**src/sr_pkg.sv**
```systemverilog
// Purpose: shared constants and carriers for the self refresh sequencer
// Assumes: 200 MHz core clock, command pins already sampled on CK
// Notes:   register offsets are byte addresses on a 32-bit classic Wishbone
package sr_pkg;

  // ----------------------------------------------------------------------
  // register map
  // ----------------------------------------------------------------------
  localparam logic [7:0] CTRL_OFS   = 8'h00;
  localparam logic [7:0] STATUS_OFS = 8'h04;
  localparam logic [7:0] COUNT_OFS  = 8'h08;

  // ctrl fields
  localparam int         RATE_LSB   = 0;
  localparam int         TCR_BIT    = 3;
  localparam int         DLLON_BIT  = 4;
  localparam logic [4:0] CTRL_RST   = 5'h10;

  // refresh_rate_field encodings
  localparam logic [2:0] RATE_1X     = 3'h0;
  localparam logic [2:0] RATE_2X     = 3'h1;
  localparam logic [2:0] RATE_4X     = 3'h2;
  localparam logic [2:0] RATE_OTF_2X = 3'h5;
  localparam logic [2:0] RATE_OTF_4X = 3'h6;

  // ----------------------------------------------------------------------
  // timing
  // ----------------------------------------------------------------------
  localparam int CLK_PS             = 5000;
  localparam int FAST_MARGIN_NS     = 10;
  localparam int FAST_MARGIN_CYC    = (FAST_MARGIN_NS * 1000 + CLK_PS - 1) / CLK_PS;
  localparam int CLK_STOP_NCK       = 8;

  // command pins sampled at a CK rising edge
  typedef struct packed {
    logic       cke;
    logic       cs_n;
    logic       act_n;
    logic       ras_n;
    logic       cas_n;
    logic       we_n;
    logic       bg0;
  } cmd_s;

  typedef enum logic [3:0] {
    ST_IDLE = 4'b0001,
    ST_SELF = 4'b0010,
    ST_EXIT = 4'b0100,
    ST_LOCK = 4'b1000
  } sr_state_e;

endpackage : sr_pkg

```
**src/sr_seq.sv**
```systemverilog
// Purpose: self refresh entry/exit sequencing inside the memory device
// Assumes: pins and reset_n come from CK domain equal to clk_i
// Notes:   controller obligations are not policed, only observed
//
// Summary of operation
// - device accepts self refresh entry in any rate mode, any refresh count
// - entry decoded: cs, ras, cas, cke low; we and act high
// - termination forced off in self refresh, restored on exit
// - dll disabled at entry, re-enabled with reset at exit when dll on
// - in self refresh only cke, cs and reset matter; internal timer refreshes
// - exit decoded as cke high with deselect
// - on-the-fly modes sample bank group bit zero per refresh
`timescale 1ns/10ps
module sr_seq #(
  parameter int EXIT_CYC     = 72,
  parameter int DLL_LOCK_CYC = 1024,
  parameter int RFC_CYC      = 70,
  parameter int SR_TICK_CYC  = 1560
) (
  // clock and reset
  input  wire logic        clk_i,
  input  wire logic        rst_i,
  // memory pins
  input  wire sr_pkg::cmd_s cmd_i,
  input  wire logic        odt_i,
  // wishbone slave
  input  wire logic        wb_cyc_i,
  input  wire logic        wb_stb_i,
  input  wire logic        wb_we_i,
  input  wire logic [7:0]  wb_adr_i,
  input  wire logic [3:0]  wb_sel_i,
  input  wire logic [31:0] wb_dat_i,
  output logic      [31:0] wb_dat_o,
  output logic             wb_ack_o,
  // device state
  output logic             odt_on_o,
  output logic             dll_en_o,
  output logic             dll_rst_o,
  output logic             clk_gate_o,
  output logic             int_refresh_o,
  output logic             refresh_o,
  output logic             refresh_fast_o
);

  // ----------------------------------------------------------------------
  // pin synchroniser (first stage read only by the second)
  // ----------------------------------------------------------------------
  sr_pkg::cmd_s s1_q, s2_q;
  logic         o1_q, o2_q;
  always_ff @(posedge clk_i) begin
    s1_q <= cmd_i;
    s2_q <= s1_q;
    o1_q <= odt_i;
    o2_q <= o1_q;
  end

  logic is_sre, is_srx, is_ref;
  assign is_sre = !s2_q.cke && !s2_q.cs_n && !s2_q.ras_n && !s2_q.cas_n
                  && s2_q.we_n && s2_q.act_n;
  assign is_srx = s2_q.cke && s2_q.cs_n;
  assign is_ref = s2_q.cke && !s2_q.cs_n && s2_q.act_n && !s2_q.ras_n
                  && !s2_q.cas_n && s2_q.we_n;

  // ----------------------------------------------------------------------
  // registers
  // ----------------------------------------------------------------------
  logic [4:0]  ctrl_q, ctrl_d;
  logic        ack_q, ack_d;
  logic [31:0] rdat_q, rdat_d;
  logic [15:0] entries_q, entries_d;
  sr_pkg::sr_state_e st_q, st_d;
  logic [31:0] cnt_q, cnt_d;
  logic [31:0] tick_q, tick_d;
  logic        ref_q, ref_d, fast_q, fast_d, iref_q, iref_d;
  logic        wr;

  assign wr = wb_cyc_i && wb_stb_i && wb_we_i && !ack_q;

  always_comb begin
    ctrl_d  = ctrl_q;
    ack_d   = wb_cyc_i && wb_stb_i && !ack_q;
    rdat_d  = 32'h0000_0000;
    if (wr && wb_adr_i == sr_pkg::CTRL_OFS && wb_sel_i[0]) begin
      ctrl_d = wb_dat_i[4:0];
    end
    unique case (wb_adr_i)
      sr_pkg::CTRL_OFS:   rdat_d = {27'h0, ctrl_q};
      sr_pkg::STATUS_OFS: rdat_d = {28'h0, st_q};
      sr_pkg::COUNT_OFS:  rdat_d = {16'h0, entries_q};
      default:            rdat_d = 32'h0000_0000;
    endcase
  end

  // ----------------------------------------------------------------------
  // self refresh state machine
  // ----------------------------------------------------------------------
  logic on_the_fly_rate;
  assign on_the_fly_rate = ctrl_q[2];

  always_comb begin
    st_d      = st_q;
    cnt_d     = cnt_q;
    tick_d    = tick_q;
    entries_d = entries_q;
    ref_d     = 1'b0;
    fast_d    = 1'b0;
    iref_d    = 1'b0;
    unique case (st_q)
      sr_pkg::ST_IDLE: begin
        if (is_ref) begin
          ref_d  = 1'b1;
          fast_d = on_the_fly_rate ? s2_q.bg0 : (ctrl_q[1:0] != 2'b00);
        end
        if (is_sre) begin
          st_d      = sr_pkg::ST_SELF;
          tick_d    = 32'h0;
          entries_d = entries_q + 16'h0001;
        end
      end
      sr_pkg::ST_SELF: begin
        // internal timer keeps the array alive with clock gated
        tick_d = (tick_q == 32'(SR_TICK_CYC - 1)) ? 32'h0 : tick_q + 32'h1;
        iref_d = (tick_q == 32'(SR_TICK_CYC - 1));
        if (is_srx) begin
          st_d  = sr_pkg::ST_EXIT;
          cnt_d = 32'h0;
        end
      end
      sr_pkg::ST_EXIT: begin
        // refresh in flight completes before the exit delay ends
        cnt_d = cnt_q + 32'h1;
        if (cnt_q == 32'(EXIT_CYC - 1)) begin
          st_d = sr_pkg::ST_LOCK;
        end
      end
      sr_pkg::ST_LOCK: begin
        cnt_d = cnt_q + 32'h1;
        if (cnt_q == 32'(DLL_LOCK_CYC - 1)) begin
          st_d = sr_pkg::ST_IDLE;
        end else if (is_sre) begin
          st_d = sr_pkg::ST_SELF;
          tick_d = 32'h0;
          entries_d = entries_q + 16'h0001;
        end
        if (is_ref) begin
          ref_d  = 1'b1;
          fast_d = on_the_fly_rate ? s2_q.bg0 : (ctrl_q[1:0] != 2'b00);
        end
      end
      default: st_d = sr_pkg::ST_IDLE;
    endcase
  end

  always_ff @(posedge clk_i) begin
    if (rst_i) begin
      ctrl_q    <= sr_pkg::CTRL_RST;
      ack_q     <= 1'b0;
      rdat_q    <= 32'h0000_0000;
      st_q      <= sr_pkg::ST_IDLE;
      cnt_q     <= 32'h0;
      tick_q    <= 32'h0;
      entries_q <= 16'h0000;
      ref_q     <= 1'b0;
      fast_q    <= 1'b0;
      iref_q    <= 1'b0;
      odt_on_o  <= 1'b0;
      dll_en_o  <= 1'b0;
      dll_rst_o <= 1'b0;
      clk_gate_o <= 1'b0;
    end else begin
      ctrl_q    <= ctrl_d;
      ack_q     <= ack_d;
      rdat_q    <= rdat_d;
      st_q      <= st_d;
      cnt_q     <= cnt_d;
      tick_q    <= tick_d;
      entries_q <= entries_d;
      ref_q     <= ref_d;
      fast_q    <= fast_d;
      iref_q    <= iref_d;
      odt_on_o  <= (st_d != sr_pkg::ST_SELF) && o2_q;
      dll_en_o  <= ctrl_q[sr_pkg::DLLON_BIT] && (st_d != sr_pkg::ST_SELF);
      dll_rst_o <= ctrl_q[sr_pkg::DLLON_BIT] && (st_q == sr_pkg::ST_SELF)
                   && (st_d == sr_pkg::ST_EXIT);
      clk_gate_o <= (st_d == sr_pkg::ST_SELF);
    end
  end

  assign wb_ack_o       = ack_q;
  assign wb_dat_o       = rdat_q;
  assign refresh_o      = ref_q;
  assign refresh_fast_o = fast_q;
  assign int_refresh_o  = iref_q;

  // ----------------------------------------------------------------------
  // checks
  // ----------------------------------------------------------------------
  AST_SRE_ENTERS: assert property (@(posedge clk_i) disable iff (rst_i)
    (st_q == sr_pkg::ST_IDLE && is_sre) |=> st_q == sr_pkg::ST_SELF)
    else $error("entry not taken");
  AST_SRX_EXITS: assert property (@(posedge clk_i) disable iff (rst_i)
    (st_q == sr_pkg::ST_SELF && is_srx) |=> st_q == sr_pkg::ST_EXIT)
    else $error("exit not taken");
  AST_ODT_OFF: assert property (@(posedge clk_i) disable iff (rst_i)
    st_q == sr_pkg::ST_SELF |-> !odt_on_o)
    else $error("odt on in self refresh");
  AST_DLL_OFF: assert property (@(posedge clk_i) disable iff (rst_i)
    st_q == sr_pkg::ST_SELF |-> !dll_en_o)
    else $error("dll on in self refresh");
  AST_DLL_RST: assert property (@(posedge clk_i) disable iff (rst_i)
    ($rose(st_q == sr_pkg::ST_EXIT) && ctrl_q[sr_pkg::DLLON_BIT]) |-> dll_rst_o)
    else $error("no dll reset at exit");
  AST_IGNORE: assert property (@(posedge clk_i) disable iff (rst_i)
    st_q == sr_pkg::ST_SELF |-> !refresh_o)
    else $error("command accepted in self refresh");
  AST_GATE: assert property (@(posedge clk_i) disable iff (rst_i)
    st_q == sr_pkg::ST_SELF |-> clk_gate_o)
    else $error("clock not gated");
  AST_OTF: assert property (@(posedge clk_i) disable iff (rst_i)
    (st_q == sr_pkg::ST_IDLE && is_ref && on_the_fly_rate) |=> refresh_fast_o == $past(s2_q.bg0))
    else $error("bg0 not sampled");

endmodule : sr_seq

```
**config.mk**
```make
export PLATFORM = sky130hd
export DESIGN_NAME = sr_seq
export DESIGN_NICKNAME = d
export VERILOG_FILES = /design/src/sr_pkg.sv /design/src/sr_seq.sv
export SDC_FILE = /design/constraint.sdc
export NUM_CORES = 1
export LEC_CHECK = 0
export ABC_CLOCK_PERIOD_IN_PS = 3200
export BUFFER_PORTS_ARGS = -buffer_cell sky130_fd_sc_hd__buf_2
export CAP_MARGIN = 15
export CORE_AREA = 4 4 129 94
export CTS_BUF_LIST = sky130_fd_sc_hd__clkbuf_2 sky130_fd_sc_hd__clkbuf_4 sky130_fd_sc_hd__clkbuf_8
export CTS_CLUSTER_DIAMETER = 150
export CTS_CLUSTER_SIZE = 30
export DETAILED_ROUTE_END_ITERATION = 8
export DIE_AREA = 0 0 133 98
export GPL_TIMING_DRIVEN = 0
export HOLD_SLACK_MARGIN = 0.12
export PLACE_DENSITY = 0.81
export SYNTH_ARGS = -nofsm -noshare
export SYNTH_HDL_FRONTEND = slang
export SYNTH_SLANG_ARGS = --single-unit
```
**constraint.sdc**
```tcl
create_clock -name clk_i -period 3.2 [get_ports clk_i]
set_input_delay 0.32 -clock clk_i [delete_from_list [all_inputs] [get_ports clk_i]]
set_output_delay 0.32 -clock clk_i [all_outputs]
set_load 0.1 [all_outputs]
```
==> flow_summary.json, run 1 <==
{
  "drtIter0Drc": 817,
  "core-area_um2": 10850,
  "min_from": "wb_cyc_i",
  "wirelength_um": 16790,
  "max-cap-violations": 0,
  "slew-limit-headroom": 0.3997,
  "synthesis.area_um2": 6272,
  "clock-sinks": 129,
  "crit_chain": "ha_1 -> nand3_1 -> or3_1 -> buf_6 -> nor4_4 -> buf_2 -> buf_4 -> o31ai_1 -> a21oi_1",
  "worst_slack_ps": 570.6,
  "period_share": 0.8217,
  "worstReg2RegEnd": "entries_q[13]",
  "grt_pass1_wl_um": 27300,
  "hold_violations": 0,
  "r2r_slack_ps": 570,
  "irDropWorstVdd_mv": 0.3065,
  "cp.required_ps": 3570,
  "antenna_left": 0,
  "diodes": 0,
  "powerDensity_nw_per_um2": 449.0,
  "fin_crit_ps": 2629,
  "setup_viol": 0,
  "ioPinCount": 97,
  "cts.path.max_buffers": 2,
  "dp_hpwl_um": 11480,
  "critical_path_arrival_ps": 3000,
  "place_area_um2": 6760,
  "critPathLaunch": "cnt_q[0]",
  "cts_buffers": 17,
  "nFillCells": 868,
  "grt_start_max_net_pins": 17,
  "vias": 6079,
  "fp.dieW_um": 133,
  "setup_tns_ps": 0,
  "cts_tree": "yes",
  "grt_overflow_total": 0,
  "grt_antenna_before_repair": 0,
  "clk_latency_ps": 450,
  "cp_top_family": "simple AND/OR/NAND/NOR gates",
  "yosys_most_used_dff": "dfxtp_1",
  "holdWs_ps": 133.0,
  "worstSetupStartpointType": "flip-flop",
  "async_flop_share": 0,
  "gp_congestion": 0.9119,
  "min_path_type": "input pin to flip-flop",
  "syn-instance-count": 710,
  "fin_area_um2": 7300,
  "dp_slack_ps": 649.4,
  "drc_errors": 0,
  "crit_path_end_kind": "flip-flop",
  "viasPerCell": 6.267,
  "start_util": 0.5781,
  "r2r_start": "cnt_q[0]",
  "yosys_register_bits": 129,
  "leakagePower_nw": 2.642,
  "port_buffers": 48,
  "synth_edf_count": 0,
  "area_delta_synth_final_pct": 16.38,
  "avgSynthCellArea_um2": 8.834,
  "rows": 32,
  "grt_pass1_vias": 5614,
  "track_usage": 0.2516,
  "die_area_um2": 13030,
  "synth_cell_type_count": 64,
  "max_slew.worst_pin.slew_ps": 892.1,
  "max_freq_ghz": 0.3803,
  "drt_first_pass_iters": 5,
  "drive_gt1_frac": 0.1665,
  "worstSetupEndpoint": "entries_q[13]",
  "die_h_um": 98,
  "place_inst": 926,
  "synth_seq_area_share": 0.4117,
  "wire_per_inst_um": 17.31,
  "status": "complete, no violations",
  "nets": 865,
  "rsz0062_at_grt": "no",
  "drv_slew": 0,
  "slowest_delay_ps": 430,
  "cts_max_level": 4,
  "path_max_fanout": 10,
  "post_cts_buffers": 0,
  "fin_worst_skew_ps": 16.62,
  "yosys_warnings": 0,
  "root_buffer": "clkbuf_8",
  "slowest_stage": "or3_1",
  "cp.depth": 9,
  "stdcell_count": 970,
  "path_buf_inv": 3,
  "path_clk_slew_ps": 80,
  "crit_type": "flip-flop to flip-flop",
  "ff2ff_path_depth": 9
}
## report_power, final
group	internal, W	total [W]	switching, W
registers	0.00162	0.00163	0.00000811
clock network	0.000768	0.00146	0.000687
logic	0.0000487	0.000197	0.000148
total	0.00243	0.00328	0.000843
## routing by layer
layer  part of all wire  track usage
met1               0.45       0.3503
met2               0.45       0.3846
met4              0.021       0.1006
met5                  0            0
met3              0.082      0.04995
## timing repair
action / 4_1_cts / 5_1_grt
hold buffers: 13 / 0
resized for setup: 0 / 0
endpoints found under the hold margin: 13 / 0
## worst reg2reg max path: cells and delay by family, from the launching register on
kind / cells / cell delay (ps)
buffers and inverters: 3 / 680
flip-flops: 1 / 420
adder cells (fa/ha/maj): 1 / 260
AND/OR/NAND/NOR: 3 / 950
AO/OA/AOI/OAI: 2 / 260
## worst min path at each step
| stage | endpoint | slack [ps] | cells after the start |
|---|---|---|---|
| 2_1_floorplan | o2_q | 310 | 0 |
| 3_3_place_gp | s2_q[3] | 310 | 0 |
| 3_5_place_dp | o2_q | 320 | 0 |
| 4_1_cts | wb_ack_o | 130 | 3 |
| 5_1_grt | wb_ack_o | 140 | 3 |
| 6_report | wb_ack_o | 130 | 3 |
## cell usage in the layout (no fill, tap or decap), types with 7 or more instances in the layout
cell type / Yosys / layout
inv_1: 15 / 15
nand2_1: 41 / 41
buf_2: 11 / 59
clkbuf_8: 0 / 20
or3_1: 18 / 18
nand4_1: 22 / 22
o21ai_0: 21 / 21
a21oi_1: 71 / 71
nor2_1: 43 / 43
and3_1: 17 / 17
and2_1: 17 / 17
clkbuf_1: 25 / 25
nor4_1: 19 / 19
nor2b_1: 7 / 7
a211o_1: 8 / 8
or4_1: 37 / 37
nand3_1: 28 / 28
buf_4: 20 / 20
nor4b_1: 9 / 9
mux2i_1: 11 / 11
nor3_1: 15 / 15
dlygate4sd3_1: 0 / 13
dfxtp_1: 129 / 129
conb_1: 1 / 16
and4_1: 8 / 8
o31ai_1: 34 / 34
## cell usage after synthesis, types with 4 or more instances
cell      number  share of area
and3_1        17          0.017
mux2i_1       11          0.018
nor2_1        43          0.026
and4_1         8          0.011
clkbuf_1      25          0.015
nand3_1       28          0.022
buf_4         20          0.024
nand4_1       22          0.022
buf_2         11         0.0088
inv_1         15         0.0090
a211o_1        8          0.011
or3_1         18          0.018
nor4_1        19          0.019
nand2_1       41          0.025
a31oi_1        5         0.0050
dfxtp_1      129           0.41
nor3b_1        4         0.0048
o211ai_1       4         0.0048
o31ai_1       34          0.041
nor4b_1        9          0.013
a21oi_1       71          0.057
xnor2_1        4         0.0056
nor4_2         4         0.0080
o311a_1        5         0.0080
o21ai_0       21          0.017
and2_1        17          0.017
nor3_1        15          0.012
nor2b_1        7         0.0070
nor4_4         5          0.017
or4_1         37          0.044
## cell type report
type | count | area, um^2 | share of cell area
Buffer | 60 | 336.6 | 0.04611
Clock buffer | 21 | 282.8 | 0.03874
Clock inverter | 10 | 126.4 | 0.01731
Inverter | 15 | 56.30 | 0.007713
Multi-Input combinational cell | 521 | 3353 | 0.4594
Sequential cell | 129 | 2582 | 0.3538
Tap cell | 153 | 191.4 | 0.02623
Timing Repair Buffer | 61 | 370.4 | 0.05074
## sequential cells by signal, summed over array words and instances (netlist names), 4 cells and up
name and count:
cnt_q 32, tick_q 32, entries_q 16, wb_dat_o 16
s1_q 7, s2_q 7, ctrl_q 5, st_q 4
## metrics by stage
step	util	power [W]
after floorplan	-	0.001809
after global placement	0.6230	0.001841
after detailed placement	0.6230	0.001844
after CTS	0.6727	0.003281
after global routing	0.6727	0.003357
final	0.6727	0.003278
## kinds of logic (layout without fill, tap and decap cells)
kind of cell,count (synthesis),after routing,share of synthesized area
other,1,16,0.0005979
multiplexers,14,14,0.02294
adder cells (fa/ha/maj),3,3,0.005985
XOR/XNOR,5,5,0.006982
flip-flops,129,129,0.4117
AND/OR/NAND/NOR,308,308,0.3048
buffers and inverters,75,167,0.06263
AO/OA/AOI/OAI,175,175,0.1843
Power figures use the tool's default switching activity.
==> run 2, diff against run 1 <==
- ABC_CLOCK_PERIOD_IN_PS: 3200 -> 2700
- clock period: 3.2 -> 2.7 ns (I/O delays scaled with it)
==> flow_summary.json, run 2 (synthesis gave the netlist of run 1 again) <==
{
  "status": "complete, no violations",
  "port_buffers": 48,
  "max_freq_ghz": 0.3868,
  "drive_gt1_frac": 0.1738,
  "worstReg2RegEnd": "tick_q[28]",
  "powerDensity_nw_per_um2": 526.3,
  "core-area_um2": 10850,
  "r2r_start": "cnt_q[0]",
  "mostFrequentLayoutCell": "dfxtp_1",
  "cts_buffers": 17,
  "leakagePower_nw": 2.684,
  "diodes": 0,
  "vias": 6155,
  "ff2ff_path_depth": 9,
  "grt_antenna_before_repair": 0,
  "grt_start_max_net_pins": 17,
  "cts.path.max_buffers": 2,
  "grt_overflow_total": 0,
  "dp_hpwl_um": 11480,
  "ioPinCount": 97,
  "rows": 32,
  "crit_type": "flip-flop to flip-flop",
  "crit_path_end_kind": "flip-flop",
  "worst_slack_ps": 114.6,
  "place_inst": 926,
  "clk_latency_ps": 460,
  "fin_worst_skew_ps": 16.95,
  "root_buffer": "clkbuf_8",
  "min_from": "wb_adr_i[7]",
  "clock-sinks": 129,
  "drc_errors": 0,
  "area_delta_synth_final_pct": 17.57,
  "die_area_um2": 13030,
  "antenna_left": 0,
  "layout_common_cells": "dfxtp_1, a21oi_1, buf_2, nor2_1, nand2_1",
  "gp_congestion": 0.9119,
  "setup_viol": 0,
  "critical_path_arrival_ps": 2940,
  "start_util": 0.5781,
  "nets": 871,
  "stdcell_count": 976,
  "drt_first_pass_iters": 5,
  "irDropWorstVdd_mv": 0.3665,
  "reg_top3": "cnt_q: 32 flops, tick_q: 32 flops",
  "grt_pass1_vias": 5631,
  "min_to": "wb_dat_o[1]",
  "drv_slew": 0,
  "nFillCells": 855,
  "min_path_type": "input pin to flip-flop",
  "hold_violations": 0,
  "slew-limit-headroom": 0.3977,
  "worstSetupStartpointType": "flip-flop",
  "max-cap-violations": 0,
  "track_usage": 0.2519,
  "cp.required_ps": 3050,
  "cts_tree": "yes",
  "dp_slack_ps": 149.4,
  "period_share": 0.9576,
  "fp.dieW_um": 133,
  "drtIter0Drc": 752,
  "viasPerCell": 6.306,
  "max_slew.worst_pin.slew_ps": 895.2,
  "path_max_fanout": 10,
  "wirelength_um": 16840,
  "die_h_um": 98,
  "fin_crit_ps": 2585,
  "fin_util": 0.6797,
  "path_clk_slew_ps": 80,
  "setup_tns_ps": 0,
  "cts_max_level": 4,
  "wire_per_inst_um": 17.26,
  "grt_pass1_wl_um": 27350,
  "hold-path-cell-count": 4,
  "r2r_slack_ps": 110
}
==> run 2: cell count changes in the layout (fill, tap and decap cells not counted), sizes merged <==
cell | before | now
buf | 83 | 87
dlygate4sd3 | 13 | 15
==> run 2: worst max path at each step <==
stage	from	to	slack, ps
6_report	cnt_q[0]	tick_q[28]	110
5_1_grt	cnt_q[1]	tick_q[24]	-7
4_1_cts	cnt_q[0]	tick_q[28]	130
3_5_place_dp	cnt_q[0]	tick_q[28]	150
3_3_place_gp	s2_q[6]	tick_q[30]	220
2_1_floorplan	cnt_q[0]	tick_q[25]	520
==> run 2: what timing repair did <==
item | in CTS | in global routing
resized for setup | 0 | 4
hold endpoints to repair | 14 | 0
buffers inserted | 0 | 5
setup endpoints to repair | 0 | 21
hold buffers | 15 | 0
==> run 2: per-layer routing <==
metal,part of all wire,track usage
met2,0.46,0.3849
met4,0.021,0.1006
met5,0,0
met1,0.44,0.3503
met3,0.081,0.05098
==> run 2: power by group <==
| part | internal (W) | total, W | switching (W) |
|---|---|---|---|
| combinational | 0.0000599 | 0.000236 | 0.000176 |
| sequential | 0.00192 | 0.00193 | 0.00000982 |
| clock | 0.000910 | 0.00172 | 0.000808 |
==> run 2: per-stage QoR <==
| stage | area [um^2] | power (W) | hold WS [ps] |
|---|---|---|---|
| 6_report | 7375 | 0.003881 | 239.0 |
| 5_1_grt | 7375 | 0.003982 | 251.9 |
| 4_1_cts | 7320 | 0.003891 | 221.8 |
| 3_5_place_dp | 6760 | 0.002185 | 322.2 |
| 3_3_place_gp | 6760 | 0.002182 | 312.0 |
| 2_1_floorplan | 6329 | 0.002144 | 297.7 |
==> run 2: layout make-up <==
cell class | instances | area (um^2) | area share
Multi-Input combinational cell | 521 | 3376 | 0.4578
Inverter | 15 | 56.30 | 0.007635
Clock inverter | 10 | 126.4 | 0.01714
Sequential cell | 129 | 2582 | 0.3502
Tap cell | 153 | 191.4 | 0.02596
Timing Repair Buffer | 68 | 427.9 | 0.05803
Buffer | 59 | 331.6 | 0.04496
Clock buffer | 21 | 282.8 | 0.03834
==> run 2: critical path, stage by stage (launching register included) <==
cell     delay [ps]
dfxtp_1         420
ha_2            250
nand3_1         120
or3_1           430
buf_6           160
nor4_4          310
buf_4           250
buf_4           210
nor3_1           80
nor4_1          260
==> run 3, diff against run 2 <==
- CORE_AREA: 4 4 129 94 -> 2 2 127 92
- DIE_AREA: 0 0 133 98 -> 0 0 129 94
==> flow_summary.json, run 3 (synthesis gave the netlist of run 1 again) <==
{
  "grt_start_max_net_pins": 17,
  "status": "complete, no violations",
  "max_slew.worst_pin.slew_ps": 726.4,
  "fin_worst_skew_ps": 12.64,
  "rsz0062_at_grt": "no",
  "place_area_um2": 6760,
  "mostFrequentLayoutCell": "dfxtp_1",
  "viasPerCell": 6.301,
  "grt_overflow_total": 0,
  "grt_antenna_before_repair": 0,
  "reg_top3": "cnt_q: 32 flops, tick_q: 32 flops",
  "cp.required_ps": 3060,
  "seq_area_um2": 2582,
  "r2r_slack_ps": 130,
  "worstSetupStartpointType": "flip-flop",
  "hold_violations": 0,
  "fin_crit_ps": 2567,
  "drtIter0Drc": 683,
  "slew-limit-headroom": 0.5113,
  "vias": 6143,
  "dp_hpwl_um": 11430,
  "diodes": 0,
  "drive_gt1_frac": 0.1727,
  "clk_latency_ps": 450,
  "leakagePower_nw": 2.685,
  "multi_input_comb_area_um2": 3376,
  "crit_type": "flip-flop to flip-flop",
  "cts_tree": "yes",
  "clock-sinks": 129,
  "root_buffer": "clkbuf_8",
  "die_h_um": 94,
  "path_max_fanout": 10,
  "cts_max_level": 4,
  "powerDensity_nw_per_um2": 526.0,
  "period_share": 0.9507,
  "fin_area_um2": 7371,
  "nets": 871,
  "wire_per_inst_um": 16.94,
  "cts.path.max_buffers": 2,
  "setup_viol": 0,
  "layout_common_cells": "dfxtp_1, a21oi_1, buf_2, nor2_1, nand2_1",
  "die_area_um2": 12130,
  "track_usage": 0.2786,
  "area_delta_synth_final_pct": 17.51,
  "setup_tns_ps": 0,
  "wirelength_um": 16520,
  "drt_first_pass_iters": 5,
  "ioPinCount": 97,
  "critical_path_arrival_ps": 2930,
  "irDropWorstVdd_mv": 0.3078,
  "min_path_type": "input pin to flip-flop",
  "rows": 32,
  "grt_pass1_wl_um": 26880,
  "cts_buffers": 17,
  "max_freq_ghz": 0.3896,
  "drv_slew": 0,
  "gp_congestion": 0.8949,
  "antenna_left": 0,
  "path_clk_slew_ps": 70,
  "drc_errors": 0,
  "crit_path_end_kind": "flip-flop",
  "nFillCells": 826,
  "fp.dieW_um": 129,
  "core-area_um2": 10850,
  "port_buffers": 48,
  "grt_pass1_vias": 5578,
  "start_util": 0.5781,
  "max-cap-violations": 0
}
## run 3: path summary, 6_finish.rpt
kind / startpoint / endpoint / cells past startpoint
min reg2reg: s1_q[3] / s2_q[3] / 0
max: cnt_q[0] / entries_q[6] / 9
max reg2reg: cnt_q[0] / entries_q[6] / 9
min: wb_adr_i[6] / wb_dat_o[0] / 4
## run 3: per-stage QoR
step           utilization  power (W)  cells  worst slack (ps)  hold WS [ps]
5_1_grt             0.6793   0.003986    975             3.140         273.3
3_3_place_gp        0.6230   0.002183    926             210.4         314.7
4_1_cts             0.6742   0.003881    971             139.0         236.3
3_5_place_dp        0.6230   0.002186    926             159.5         316.1
2_1_floorplan            -   0.002144    725             521.2         297.7
6_report            0.6793   0.003877    975             133.1         260.9
## run 3: final cells by class
class,count,share of cell area
Clock inverter,10,0.01850
Tap cell,153,0.02597
Timing Repair Buffer,67,0.05704
Buffer,60,0.04600
Multi-Input combinational cell,521,0.4580
Inverter,15,0.007639
Sequential cell,129,0.3504
Clock buffer,20,0.03650
## run 3: critical path, cell delays in order, from the launching register on
cell and delay, ps:
dfxtp_1 400, ha_2 260, nand3_1 140, or3_1 420
buf_6 160, nor4_4 390, clkbuf_4 290, buf_4 190
o31ai_1 90, a21oi_1 160
## run 3: repair_timing
item,in CTS,in global routing
hold buffers,15,0
setup buffers,0,4
setup endpoints to repair,0,25
hold endpoints to repair,14,0
resized for setup,0,5
## run 3: power breakdown
group	switching, W	total, W	internal (W)
Sequential	0.00000942	0.00193	0.00192
Clock	0.000755	0.00171	0.000958
Combinational	0.000177	0.000237	0.0000600
Total	0.000942	0.00388	0.00294
## run 3: layer usage
layer | track usage | up-vias | wire (um)
met5 | 0 | - | 0
met4 | 0.09964 | 0 | 300
met3 | 0.06321 | 47 | 1338
met2 | 0.4334 | 342 | 7444
met1 | 0.3805 | 2863 | 7434
li1 | - | 2891 | -
